## src/common/dtpb_map.svh

```systemverilog
`ifndef DTPB_MAP_SVH
`define DTPB_MAP_SVH
// ----------------------------------------------------------------------
// register offsets (byte addresses, one aligned word each)
// ----------------------------------------------------------------------
`define DTPB_UP_COUNT_OFF 12'h000
`define DTPB_UP_MODE_OFF 12'h004
`define DTPB_POWER_CTRL1_OFF 12'h008
`define DTPB_DN_COUNT_OFF 12'h00c
`define DTPB_DN_CTRL1_OFF 12'h010
`define DTPB_DN_CTRL2_OFF 12'h014
`define DTPB_PSC_VALUE_OFF 12'h018
`define DTPB_PWM_DUTY_OFF 12'h01c
`define DTPB_BUZZER_CTRL_OFF 12'h020
`define DTPB_IRQ_FLAG_OFF 12'h024
`define DTPB_IRQ_EN_OFF 12'h028
// ----------------------------------------------------------------------
// field positions
// ----------------------------------------------------------------------
`define DTPB_UP_RUN_BIT 0
`define DTPB_GLOBAL_IRQ_BIT 7
`define DTPB_UP_LOWCLK_BIT 7
`define DTPB_UP_SRC_BIT 5
`define DTPB_UP_EDGE_BIT 4
`define DTPB_PSC_ASSIGN_BIT 3
`define DTPB_DN_RUN_BIT 0
`define DTPB_RELOAD_SEL_BIT 1
`define DTPB_ONE_SHOT_BIT 2
`define DTPB_PWM_AL_BIT 6
`define DTPB_PWM_OE_BIT 7
`define DTPB_DN_SRC_BIT 5
`define DTPB_DN_EDGE_BIT 4
`define DTPB_DN_PSC_EN_N_BIT 3
`define DTPB_BUZZER_EN_BIT 7
`define DTPB_UP_FLAG_BIT 0
`define DTPB_DN_FLAG_BIT 3
// ----------------------------------------------------------------------
// reset values and constants
// ----------------------------------------------------------------------
`define DTPB_MODE_RESET 8'h08
`define DTPB_CTRL2_RESET 8'h08
`define DTPB_COUNT_TOP 8'hff
`define DTPB_COUNT_ZERO 8'h00
`endif

```

## src/common/dtpb_pkg.sv

```systemverilog
package dtpb_pkg;
  // count source choice for the up timer
  typedef enum logic [1:0] {
    DTPB_SRC_ICLK = 2'b00,
    DTPB_SRC_EXT = 2'b01,
    DTPB_SRC_LOW = 2'b11
  } dtpb_src_e;
  // apb request bundle
  typedef struct packed {
    logic sel;
    logic enable;
    logic write;
    logic [11:0] addr;
    logic [31:0] wdata;
  } dtpb_apb_req_s;
  // pad drive bundle for the shared pwm/buzzer pin
  typedef struct packed {
    logic pwm_oe;
    logic pwm_level;
    logic buzzer_oe;
    logic buzzer_level;
  } dtpb_pads_s;
endpackage : dtpb_pkg

```

## src/dtpb_timers.sv

```systemverilog
// Design decisions made here: the register addresses and the APB slave port.
`timescale 1ns/100ps
`include "dtpb_map.svh"
// Operation
// - up timer counts only while run bit set
// - write loads up count, read returns live
// - source: iclk, ext pin, or low oscillator
// - edge bit picks falling or rising edges
// - prescaler on up timer; write zero clears
// - 3-bit ratio, 1:2 through 1:256
// - sources synchronised; fast sources lose counts
// - overflow sets flag; irq when enabled
// - down write loads reload and counter
// - down runs when enabled; pin or iclk
// - down edge bit picks falling or rising
// - down prescaler, active low enable, readable
// - one-shot counts once then stops
// - continuous restarts from reload or 0xff
// - underflow sets flag; irq when enabled
// - pwm enable drives pin as output
// - polarity bit selects active low
// - duty zero never active, 0xff long
// - buzzer enable drives pin as output
// - buzzer source bit, then ratio division
// - pwm inactive until count equals duty
module dtpb_timers (
  // clock and reset
  input wire logic clk,
  input wire logic resetn,
  // apb slave
  input wire logic psel,
  input wire logic penable,
  input wire logic pwrite,
  input wire logic [11:0] paddr,
  input wire logic [31:0] pwdata,
  output logic [31:0] prdata,
  output logic pready,
  output logic pslverr,
  // count clock inputs
  input wire logic ext_count_clock,
  input wire logic low_osc_clock,
  // pin and interrupt outputs
  output dtpb_pkg::dtpb_pads_s pads,
  output logic irq
);
  // ----------------------------------------------------------------------
  // registers
  // ----------------------------------------------------------------------
  logic [7:0] up_count_q;     // live up count
  logic [7:0] up_mode_q;      // up timer mode
  logic [7:0] power_ctrl1_q;  // run and global irq
  logic [7:0] down_count_q;   // live down count
  logic [7:0] down_reload_q;  // reload value
  logic [7:0] ctrl1_q;        // down control 1
  logic [7:0] ctrl2_q;        // down control 2
  logic [7:0] duty_q;         // pwm duty
  logic [7:0] buzzer_ctrl_q;  // buzzer control
  logic [7:0] flag_q;         // interrupt flags
  logic [7:0] irq_en_q;       // interrupt enables
  logic [7:0] psc0_q;         // shared prescaler
  logic [7:0] psc1_q;         // down prescaler
  logic [7:0] bz_div_q;       // buzzer divider
  logic one_shot_done_q;      // one-shot has finished
  logic pwm_active_q;         // pwm frame state
  logic buzzer_q;             // buzzer square wave
  // synchronisers and edge history
  logic ext_s1_q, ext_s2_q, ext_s3_q;
  logic low_s1_q, low_s2_q, low_s3_q;
  // apb strobes
  logic wr, rd_phase;
  assign wr = psel && penable && pwrite;
  assign rd_phase = psel && !penable;
  // ----------------------------------------------------------------------
  // synchronisers: first stage feeds only the second
  // ----------------------------------------------------------------------
  always_ff @(posedge clk or negedge resetn) begin
    if (!resetn) begin
      ext_s1_q <= 1'b0;
      ext_s2_q <= 1'b0;
      ext_s3_q <= 1'b0;
      low_s1_q <= 1'b0;
      low_s2_q <= 1'b0;
      low_s3_q <= 1'b0;
    end else begin
      ext_s1_q <= ext_count_clock;
      ext_s2_q <= ext_s1_q;
      ext_s3_q <= ext_s2_q;
      low_s1_q <= low_osc_clock;
      low_s2_q <= low_s1_q;
      low_s3_q <= low_s2_q;
    end
  end

  // ----------------------------------------------------------------------
  // source selection and edge detection
  // ----------------------------------------------------------------------
  logic ext_rise, ext_fall, low_rise, low_fall;
  assign ext_rise = ext_s2_q && !ext_s3_q;
  assign ext_fall = !ext_s2_q && ext_s3_q;
  assign low_rise = low_s2_q && !low_s3_q;
  assign low_fall = !low_s2_q && low_s3_q;
  dtpb_pkg::dtpb_src_e up_src;
  assign up_src = !up_mode_q[`DTPB_UP_SRC_BIT] ? dtpb_pkg::DTPB_SRC_ICLK :
                  (up_mode_q[`DTPB_UP_LOWCLK_BIT] ? dtpb_pkg::DTPB_SRC_LOW
                                                  : dtpb_pkg::DTPB_SRC_EXT);
  logic up_edge_fall, up_src_tick;
  assign up_edge_fall = up_mode_q[`DTPB_UP_EDGE_BIT];
  always_comb begin
    unique case (up_src)
      dtpb_pkg::DTPB_SRC_ICLK: up_src_tick = 1'b1;
      dtpb_pkg::DTPB_SRC_EXT: up_src_tick = up_edge_fall ? ext_fall : ext_rise;
      dtpb_pkg::DTPB_SRC_LOW: up_src_tick = up_edge_fall ? low_fall : low_rise;
      default: up_src_tick = 1'b0;
    endcase
  end
  logic dn_src_tick;
  assign dn_src_tick = !ctrl2_q[`DTPB_DN_SRC_BIT] ? 1'b1 :
                       (ctrl2_q[`DTPB_DN_EDGE_BIT] ? ext_fall : ext_rise);

  // ----------------------------------------------------------------------
  // prescaler ticks: ratio n gives 2^(n+1); tick when the count equals 2^(n+1)-1
  // ----------------------------------------------------------------------
  logic up_run, psc0_on, psc0_tick, up_tick;
  assign up_run = power_ctrl1_q[`DTPB_UP_RUN_BIT];
  assign psc0_on = !up_mode_q[`DTPB_PSC_ASSIGN_BIT];
  assign psc0_tick = up_src_tick && (psc0_q == ((8'h02 << up_mode_q[2:0]) - 8'h01));
  assign up_tick = up_run && (psc0_on ? psc0_tick : up_src_tick);
  logic dn_run, psc1_on, psc1_tick, dn_tick;
  assign dn_run = ctrl1_q[`DTPB_DN_RUN_BIT] && !one_shot_done_q;
  assign psc1_on = !ctrl2_q[`DTPB_DN_PSC_EN_N_BIT];
  assign psc1_tick = dn_src_tick && (psc1_q == ((8'h02 << ctrl2_q[2:0]) - 8'h01));
  assign dn_tick = dn_run && (psc1_on ? psc1_tick : dn_src_tick);
  // shared prescaler; cleared by a write that assigns it to the up timer
  always_ff @(posedge clk or negedge resetn) begin
    if (!resetn) begin
      psc0_q <= 8'h00;
    end else if (wr && paddr == `DTPB_UP_MODE_OFF && !pwdata[`DTPB_PSC_ASSIGN_BIT]) begin
      psc0_q <= 8'h00;
    end else if (up_run && psc0_on && up_src_tick) begin
      psc0_q <= psc0_tick ? 8'h00 : psc0_q + 8'h01;
    end
  end
  // down prescaler, readable by firmware
  always_ff @(posedge clk or negedge resetn) begin
    if (!resetn) begin
      psc1_q <= 8'h00;
    end else if (dn_run && psc1_on && dn_src_tick) begin
      psc1_q <= psc1_tick ? 8'h00 : psc1_q + 8'h01;
    end
  end
  // ----------------------------------------------------------------------
  // up timer
  // ----------------------------------------------------------------------
  logic up_ovf;
  assign up_ovf = up_tick && (up_count_q == `DTPB_COUNT_TOP);
  always_ff @(posedge clk or negedge resetn) begin
    if (!resetn) begin
      up_count_q <= 8'h00;
    end else if (wr && paddr == `DTPB_UP_COUNT_OFF) begin
      up_count_q <= pwdata[7:0];
    end else if (up_tick) begin
      up_count_q <= up_count_q + 8'h01;
    end
  end

  // ----------------------------------------------------------------------
  // down timer
  // ----------------------------------------------------------------------
  logic dn_unf;
  assign dn_unf = dn_tick && (down_count_q == `DTPB_COUNT_ZERO);
  always_ff @(posedge clk or negedge resetn) begin
    if (!resetn) begin
      down_count_q <= 8'h00;
      down_reload_q <= 8'h00;
    end else if (wr && paddr == `DTPB_DN_COUNT_OFF) begin
      down_count_q <= pwdata[7:0];
      down_reload_q <= pwdata[7:0];
    end else if (dn_unf) begin
      // one-shot parks at zero; continuous restarts
      if (!ctrl1_q[`DTPB_ONE_SHOT_BIT]) begin
        down_count_q <= ctrl1_q[`DTPB_RELOAD_SEL_BIT] ? down_reload_q
                                                      : `DTPB_COUNT_TOP;
      end
    end else if (dn_tick) begin
      down_count_q <= down_count_q - 8'h01;
    end
  end
  // one-shot completion, rearmed by loading the counter or rewriting control
  always_ff @(posedge clk or negedge resetn) begin
    if (!resetn) begin
      one_shot_done_q <= 1'b0;
    end else if (wr && (paddr == `DTPB_DN_COUNT_OFF || paddr == `DTPB_DN_CTRL1_OFF)) begin
      one_shot_done_q <= 1'b0;
    end else if (dn_unf && ctrl1_q[`DTPB_ONE_SHOT_BIT]) begin
      one_shot_done_q <= 1'b1;
    end
  end

  // ----------------------------------------------------------------------
  // pwm: inactive from start, active at duty match until underflow
  // ----------------------------------------------------------------------
  always_ff @(posedge clk or negedge resetn) begin
    if (!resetn) begin
      pwm_active_q <= 1'b0;
    end else if (!ctrl1_q[`DTPB_DN_RUN_BIT] || dn_unf) begin
      pwm_active_q <= 1'b0;
    end else if (duty_q != 8'h00 && down_count_q == duty_q) begin
      pwm_active_q <= 1'b1;
    end
  end

  // ----------------------------------------------------------------------
  // buzzer divider and toggle
  // ----------------------------------------------------------------------
  logic bz_src, bz_tick;
  assign bz_src = buzzer_ctrl_q[3] ? dn_unf : (dn_run && psc1_tick);
  assign bz_tick = bz_src && (bz_div_q == ((8'h01 << buzzer_ctrl_q[2:0]) - 8'h01));
  always_ff @(posedge clk or negedge resetn) begin
    if (!resetn) begin
      bz_div_q <= 8'h00;
      buzzer_q <= 1'b0;
    end else if (!buzzer_ctrl_q[`DTPB_BUZZER_EN_BIT]) begin
      bz_div_q <= 8'h00;
      buzzer_q <= 1'b0;
    end else if (bz_src) begin
      bz_div_q <= bz_tick ? 8'h00 : bz_div_q + 8'h01;
      if (bz_tick) begin
        buzzer_q <= !buzzer_q;
      end
    end
  end

  // pad outputs registered so they leave straight from flops
  always_ff @(posedge clk or negedge resetn) begin
    if (!resetn) begin
      pads <= '0;
    end else begin
      pads.pwm_oe <= ctrl1_q[`DTPB_PWM_OE_BIT];
      pads.pwm_level <= pwm_active_q ^ ctrl1_q[`DTPB_PWM_AL_BIT];
      pads.buzzer_oe <= buzzer_ctrl_q[`DTPB_BUZZER_EN_BIT];
      pads.buzzer_level <= buzzer_q;
    end
  end

  // ----------------------------------------------------------------------
  // flags: hardware set wins over firmware clear
  // ----------------------------------------------------------------------
  always_ff @(posedge clk or negedge resetn) begin
    if (!resetn) begin
      flag_q <= 8'h00;
    end else begin
      if (wr && paddr == `DTPB_IRQ_FLAG_OFF) begin
        flag_q <= flag_q & pwdata[7:0];
      end
      if (up_ovf) begin
        flag_q[`DTPB_UP_FLAG_BIT] <= 1'b1;
      end
      if (dn_unf) begin
        flag_q[`DTPB_DN_FLAG_BIT] <= 1'b1;
      end
    end
  end
  always_ff @(posedge clk or negedge resetn) begin
    if (!resetn) begin
      irq <= 1'b0;
    end else begin
      irq <= power_ctrl1_q[`DTPB_GLOBAL_IRQ_BIT] && |(flag_q & irq_en_q & 8'h09);
    end
  end

  // ----------------------------------------------------------------------
  // control register writes
  // ----------------------------------------------------------------------
  always_ff @(posedge clk or negedge resetn) begin
    if (!resetn) begin
      up_mode_q <= `DTPB_MODE_RESET;
      power_ctrl1_q <= 8'h00;
      ctrl1_q <= 8'h00;
      ctrl2_q <= `DTPB_CTRL2_RESET;
      duty_q <= 8'h00;
      buzzer_ctrl_q <= 8'h00;
      irq_en_q <= 8'h00;
    end else if (wr) begin
      unique case (paddr)
        `DTPB_UP_MODE_OFF: up_mode_q <= pwdata[7:0];
        `DTPB_POWER_CTRL1_OFF: power_ctrl1_q <= pwdata[7:0];
        `DTPB_DN_CTRL1_OFF: ctrl1_q <= pwdata[7:0];
        `DTPB_DN_CTRL2_OFF: ctrl2_q <= pwdata[7:0];
        `DTPB_PWM_DUTY_OFF: duty_q <= pwdata[7:0];
        `DTPB_BUZZER_CTRL_OFF: buzzer_ctrl_q <= pwdata[7:0];
        `DTPB_IRQ_EN_OFF: irq_en_q <= pwdata[7:0];
        default: ;
      endcase
    end
  end

  // ----------------------------------------------------------------------
  // apb read path: data captured in setup, ready in access
  // ----------------------------------------------------------------------
  logic [7:0] rd_mux;
  logic known;
  always_comb begin
    known = 1'b1;
    unique case (paddr)
      `DTPB_UP_COUNT_OFF: rd_mux = up_count_q;
      `DTPB_UP_MODE_OFF: rd_mux = up_mode_q;
      `DTPB_POWER_CTRL1_OFF: rd_mux = power_ctrl1_q;
      `DTPB_DN_COUNT_OFF: rd_mux = down_count_q;
      `DTPB_DN_CTRL1_OFF: rd_mux = ctrl1_q;
      `DTPB_DN_CTRL2_OFF: rd_mux = ctrl2_q;
      `DTPB_PSC_VALUE_OFF: rd_mux = psc1_q;
      `DTPB_PWM_DUTY_OFF: rd_mux = duty_q;
      `DTPB_BUZZER_CTRL_OFF: rd_mux = buzzer_ctrl_q;
      `DTPB_IRQ_FLAG_OFF: rd_mux = flag_q;
      `DTPB_IRQ_EN_OFF: rd_mux = irq_en_q;
      default: begin
        rd_mux = 8'h00;
        known = 1'b0;
      end
    endcase
  end
  always_ff @(posedge clk or negedge resetn) begin
    if (!resetn) begin
      prdata <= 32'h0000_0000;
      pready <= 1'b0;
      pslverr <= 1'b0;
    end else begin
      pready <= rd_phase;
      pslverr <= rd_phase && !known;
      if (rd_phase) begin
        prdata <= {24'h00_0000, rd_mux};
      end
    end
  end
  // ----------------------------------------------------------------------
  // checks
  // ----------------------------------------------------------------------
  up_count_load_a: assert property (@(posedge clk) disable iff (!resetn)
    (wr && paddr == `DTPB_UP_COUNT_OFF) |=> up_count_q == $past(pwdata[7:0]))
    else $error("up count not loaded");
  up_count_hold_a: assert property (@(posedge clk) disable iff (!resetn)
    (!up_run && !wr) |=> $stable(up_count_q)) else $error("up count moved while stopped");
  up_ovf_flag_a: assert property (@(posedge clk) disable iff (!resetn)
    up_ovf |=> flag_q[0]) else $error("overflow flag not set");
  dn_load_a: assert property (@(posedge clk) disable iff (!resetn)
    (wr && paddr == `DTPB_DN_COUNT_OFF) |=> down_reload_q == down_count_q)
    else $error("reload and count differ after load");
  dn_restart_a: assert property (@(posedge clk) disable iff (!resetn)
    (dn_unf && !wr && !ctrl1_q[2] && !ctrl1_q[1]) |=> down_count_q == 8'hff)
    else $error("restart not from top");
  one_shot_stop_a: assert property (@(posedge clk) disable iff (!resetn)
    (dn_unf && !wr && ctrl1_q[2]) |=> ##1 (!dn_tick && down_count_q == 8'h00))
    else $error("one-shot kept counting");
  dn_flag_set_a: assert property (@(posedge clk) disable iff (!resetn)
    dn_unf |=> flag_q[3]) else $error("underflow flag not set");
  pwm_pol_a: assert property (@(posedge clk) disable iff (!resetn)
    ##1 pads.pwm_level == ($past(pwm_active_q) ^ $past(ctrl1_q[6])))
    else $error("pwm polarity wrong");
  pwm_zero_a: assert property (@(posedge clk) disable iff (!resetn)
    (duty_q == 8'h00 && !pwm_active_q) |=> !pwm_active_q) else $error("duty zero went active");
  apb_ready_a: assert property (@(posedge clk) disable iff (!resetn)
    rd_phase |=> pready) else $error("no ready after setup");
  ovf_cover: cover property (@(posedge clk) disable iff (!resetn) up_ovf);
  unf_cover: cover property (@(posedge clk) disable iff (!resetn) dn_unf);
  pwm_cover: cover property (@(posedge clk) disable iff (!resetn) $rose(pwm_active_q));
  buzzer_cover: cover property (@(posedge clk) disable iff (!resetn) $rose(buzzer_q));
endmodule : dtpb_timers

```

## config.mk

```make
export PLATFORM = sky130hd
export DESIGN_NAME = dtpb_timers
export DESIGN_NICKNAME = d
export VERILOG_FILES = /design/src/common/dtpb_pkg.sv /design/src/dtpb_timers.sv
export VERILOG_INCLUDE_DIRS = /design/src /design/src/common
export SDC_FILE = /design/constraint.sdc
export NUM_CORES = 1
export LEC_CHECK = 0
export BUFFER_PORTS_ARGS = -buffer_cell sky130_fd_sc_hd__buf_4
export CAP_MARGIN = 20
export CORE_ASPECT_RATIO = 1.1
export CORE_MARGIN = 2
export CORE_UTILIZATION = 50
export DETAILED_ROUTE_END_ITERATION = 10
export PLACE_DENSITY = 0.7
export SLEW_MARGIN = 20
export SYNTH_ARGS = -nofsm -noshare
export SYNTH_HDL_FRONTEND = slang
export SYNTH_SLANG_ARGS = --single-unit
```

## constraint.sdc

```tcl
create_clock -name clk -period 8.3 [get_ports clk]
set_input_delay 1.245 -clock clk [delete_from_list [all_inputs] [get_ports clk]]
set_output_delay 1.245 -clock clk [all_outputs]
set_load 0.01 [all_outputs]
```

Word-level counts from Yosys, hierarchy flattened --
Cells that the tools add are included.
Cells by class: reduce and logical (&&, ||, !) cells 66, shifts and indexed selects 3, equal/unequal tests 20, bitwise logic cells 3, multiplexer cells 36, add/sub/neg operators 8
Operator list (count):
- $mux W8 | 14
- $pmux W8 S11 | 1
- $eq A12 B5 Y1 const B | 4
- $eq A12 B6 Y1 const B | 3
- $add A8 B1 Y8 const B | 4
- $eq A8 B8 Y1 | 4
- $sub A8 B1 Y8 const B | 4
- $logic_and A1 B1 Y1 | 30
- $eq A12 B4 Y1 const B | 2
- $reduce_and A2 Y1 | 9
- $mux W1 | 17
- $shl A2 B3 Y8 const A | 2
- $eq A12 B3 Y1 const B | 1
- $logic_not A1 Y1 | 12
- $logic_not A12 Y1 | 1
- $reduce_bool A2 Y1 | 6
- $reduce_or A11 Y1 | 1
- $and A8 B8 Y8 | 1
- $eq A8 B8 Y1 const B | 1
- $logic_not A8 Y1 | 1
- $reduce_bool A8 Y1 | 1
- $shl A1 B3 Y8 const A | 1
- $and A4 B4 Y4 | 1
- $mux W2 | 2
- 11 further kinds | 13
Word-level totals: word-level logic and storage cells 169, register bits 136

Depth between registers and ports, before layout --
depth after elaboration 13, gate-level depth with buffers 12

Worst setup path after synthesis --
No wires, ideal clock.
kind input to register, start input paddr[7], end register buzzer_ctrl_q[3], required time 8.175 ns, slack 5.255 ns, arrival time 2.920 ns, library setup time 0.125 ns, cell stages on the path 6, path through nor4_1 nand2_1 nor2_2 nand2_1 nor3_4 mux2_2
On the way: word-level cells in the longest chain between the ends 2
Ends and longest elaborated chain:
- start: declaration | line dtpb_timers.sv:34 | input wire logic [11:0] paddr,
- $eq A12 B6 Y1 | line dtpb_timers.sv:284 | unique case (paddr)
- $reduce_and A2 Y1 (no line)
- end signal: assignment | line dtpb_timers.sv:290 | `DTPB_BUZZER_CTRL_OFF: buzzer_ctrl_q <= pwdata[7:0];
- end: declaration | line dtpb_timers.sv:57 | logic [7:0] buzzer_ctrl_q;
Every way passes these cells. A chain may end at the register's enable or synchronous reset.

Worst setup path after layout --
start register ctrl2_q[2], end register down_count_q[4]
On the way: word-level cells in the longest chain between the ends 9, elaborated cells between the ends (all ways) 12
Ends and longest elaborated chain:
- start: declaration | line dtpb_timers.sv:55 | logic [7:0] ctrl2_q;
- start signal: assignment | line dtpb_timers.sv:279 | ctrl2_q <= `DTPB_CTRL2_RESET;
- start signal: assignment | line dtpb_timers.sv:288 | `DTPB_DN_CTRL2_OFF: ctrl2_q <= pwdata[7:0];
- $shl A2 B3 Y8 * | line dtpb_timers.sv:131 | assign psc1_tick = dn_src_tick && (psc1_q == ((8'h02 << ctrl2_q[2:0]) - 8'h01));
- $sub A8 B1 Y8 * | line dtpb_timers.sv:131
- $eq A8 B8 Y1 * | line dtpb_timers.sv:131
- $logic_and A1 B1 Y1 * | line dtpb_timers.sv:131
- $mux W1 * | line dtpb_timers.sv:132 | assign dn_tick = dn_run && (psc1_on ? psc1_tick : dn_src_tick);
- $logic_and A1 B1 Y1 * | line dtpb_timers.sv:132
- $logic_and A1 B1 Y1 | line dtpb_timers.sv:170 | assign dn_unf = dn_tick && (down_count_q == `DTPB_COUNT_ZERO);
- $ne A3 B2 Y1 (no line), or another cell as far along
- $reduce_and A2 Y1 (no line) or $mux W8 (tied branches)
- end signal: assignment | line dtpb_timers.sv:176 | down_count_q <= pwdata[7:0];
- end signal: assignment | line dtpb_timers.sv:181 | down_count_q <= ctrl1_q[`DTPB_RELOAD_SEL_BIT] ? down_reload_q
- end signal: assignment | line dtpb_timers.sv:185 | down_count_q <= down_count_q - 8'h01;
- end: declaration | line dtpb_timers.sv:52 | logic [7:0] down_count_q;
Every way passes the cells marked *; elsewhere a longest branch is shown, timed or not.

==> run_results.csv <==
group,metric,value,unit
status,outcome,"completed",
routing,avgViaCountPerCell,6.29,
sta,rsz0062_at_grt,"false",
synth,ys_seq_area_frac,0.437,
routing,antenna_left,0,
synth,synthDistinctLibCells,80,
global_routing,grt_pass1_wl,34600,um
hold_path,worstHoldStart,"low_s1_q",
routing,wire_per_inst,20.7,um
die,io_pins,90,
cts,cts_buffers,17,
cts,cts_hold_buffers,0,
critical_path,r2r-start,"ctrl2_q[2]",
critical_path,worst_setup_path_start_kind,"flip-flop",
cts,cts.htree.levels,4,
sta,layout_min_cycle_time,3.56,ns
sta,period_share,0.429,
sta,slew_violations,0,
synth,synth_edf_count,0,
sta,fin_setup_tns,0,ns
routing,firstDrtPassIters,8,
global_routing,grt_max_degree,73,
sta,fin_worst_hold_slack,0.347,ns
sta,hold_violations,0,
sta,fmax,281,MHz
critical_path,critPathRequiredTime,8.58,ns
critical_path,r2r_slack,4.74,ns
synth,ys.warnings.count,0,
cts,cts_tree,"built",
global_routing,grt_usage,0.274,
synth,yosysTopAreaCellShare,0.430,
global_routing,antenna_found_initial,0,
routing,first_iter_violations,566,
final_layout,fin_util,0.576,
die,dieArea,16600,um2
sta,slew_headroom,0.286,
critical_path,r2r_cells,9,
final_layout,design_area,8730,um2
critical_path,critPathLaunch,"ctrl2_q[2]",
final_layout,drive_above_1_share,0.161,
critical_path,cp_slowest_cell,"or4b_1",
power,finalPower,1.58,mW
synth,synth_common_cells,"dfrtp_1 (134), nand2_1 (69), nor2_1 (69), mux2_2 (40), a21oi_1 (38)",
critical_path,crit_type,"flip-flop to flip-flop",
routing,post-route-drc-count,0,
cts,path_clk_slew,0.06,ns
cts,post_cts_buffers,0,
die,dieHeight,135,um
critical_path,arrival,3.84,ns
sta,worst_slack,4.74,ns
sta,setup_violations,0,
final_layout,fin_cells,1034,
routing,routed-via-count,6507,
final_layout,nets,883,
synth,syn-mean-instance-area,9.67,um2
power,peakVddDrop,0.144,mV
placed_design,placed_cell_area,8090,um2
critical_path,critPathMaxFanout,14,
global_routing,grt_pass1_vias,6389,
synth,synthCells,806,
die,row_count,47,
die,core-area,15200,um2
run,drv_cap,0,
cts,cts_resized,0,
power,p_per_area,181,nW/um2
final_layout,syn2layout_area_growth,12.0,%
critical_path,endpoint,"down_count_q[4]",
hold_path,hold_path_class,"flip-flop to flip-flop",
routing,wl,21500,um
synth,synthMostInstantiatedCell,"dfrtp_1",
critical_path,cp-end-kind,"flip-flop",
synth,synth-main-ff-cell,"dfrtp_1",
critical_path,crit-reg2reg-capture,"down_count_q[4]",
synth,netlist_area,7800,um2
placed_design,dp_hpwl,14900,um
cts,clk_latency,0.42,ns
final_layout,fill_cells,1303,
synth,synthArstFlopShare,1.00,
synth,synth-seq-cells,136,
die,initial_utilization,0.514,
synth,synth_top_cell_by_area,"dfrtp_1",
synth,ys_top_cells_by_area,"dfrtp_1 (43%), mux2_2 (5.8%), mux2i_1 (3.3%)",
sta,skew,0.00621,ns
final_layout,antenna_cells,0,
placed_design,gp_congestion,0.952,
die,die_w,123,um
placed_design,post-place-ws,4.47,ns
critical_path,max_stage_delay,0.54,ns
cts,clk_path_buf_depth,2,
cts,cts_num_sinks,136,
placed_design,portBuffers,41,
global_routing,grt_overflow,0,
placed_design,place_inst,1002,
cts,clock_tree.root_cell,"clkbuf_16",
sta,tightest_slew,1.06,ns
power,p_leak,3.87,nW
critical_path,crit_chain,"or3_4 -> ha_1 -> or4b_1 -> nand3_1 -> xnor2_1 -> a31oi_1 -> or3b_1 -> o311ai_1 -> o211ai_1",
==> layout make-up <==
| type | instances | area (um2) | share of cell area |
|---|---|---|---|
| timing repair buffer | 43 | 327 | 0.0374 |
| tap | 196 | 245 | 0.0281 |
| inverter | 16 | 60.1 | 0.00688 |
| multi-input combinational | 611 | 4060 | 0.464 |
| sequential | 136 | 3410 | 0.390 |
| clock buffer | 22 | 474 | 0.0543 |
| clock inverter | 10 | 166 | 0.0191 |
==> routing by layer <==
metal,track usage,share of wire,vias up
met5,0,0,-
met2,0.435,0.49,285
li1,-,-,2910
met3,0.0646,0.073,53
met4,0.108,0.026,0
met1,0.362,0.41,3259
==> logic make-up (layout without fill, tap and decap cells) <==
family / count (synthesis) / count (layout) / synth area share
fa+ha+maj: 7 / 7 / 0.0112
buf+inv: 82 / 91 / 0.0546
compound gates: 172 / 172 / 0.146
mux: 82 / 82 / 0.116
simple gates: 295 / 295 / 0.201
xor+xnor: 31 / 31 / 0.0348
other cells: 1 / 24 / 0.000481
flops: 136 / 136 / 0.437
==> worst min path at each step <==
stage / to / slack, ns / cells after the start
2_1_floorplan: ext_s2_q / 0.33 / 0
3_3_place_gp: low_s2_q / 0.33 / 0
3_5_place_dp: low_s2_q / 0.34 / 0
4_1_cts: low_s2_q / 0.35 / 0
5_1_grt: ext_s2_q / 0.37 / 0
6_report: low_s2_q / 0.35 / 0
==> critical path, delay by kind of cell, from the launching register on <==
family	cells	cell delay, ns
simple gates	4	1.63
xor+xnor	1	0.21
fa+ha+maj	1	0.28
compound gates	3	0.76
flops	1	0.53
==> where the power goes <==
part / switching (mW) / total, mW / internal, mW / leakage (nW)
clock network: 0.288 / 0.816 / 0.528 / 0.307
logic: 0.0606 / 0.0886 / 0.0281 / 1.82
registers: 0.00616 / 0.677 / 0.671 / 1.75
==> layout by cell type (no fill, tap or decap), types with 24 or more instances in the layout <==
cell type	instances
a21oi_1	38
mux2_2	40
mux2i_1	26
nor2_1	69
nand2_1	69
dfrtp_1	134
conb_1	24
buf_4	42
o21ai_0	37
nor3_1	24
Power figures use the tool's default switching activity.
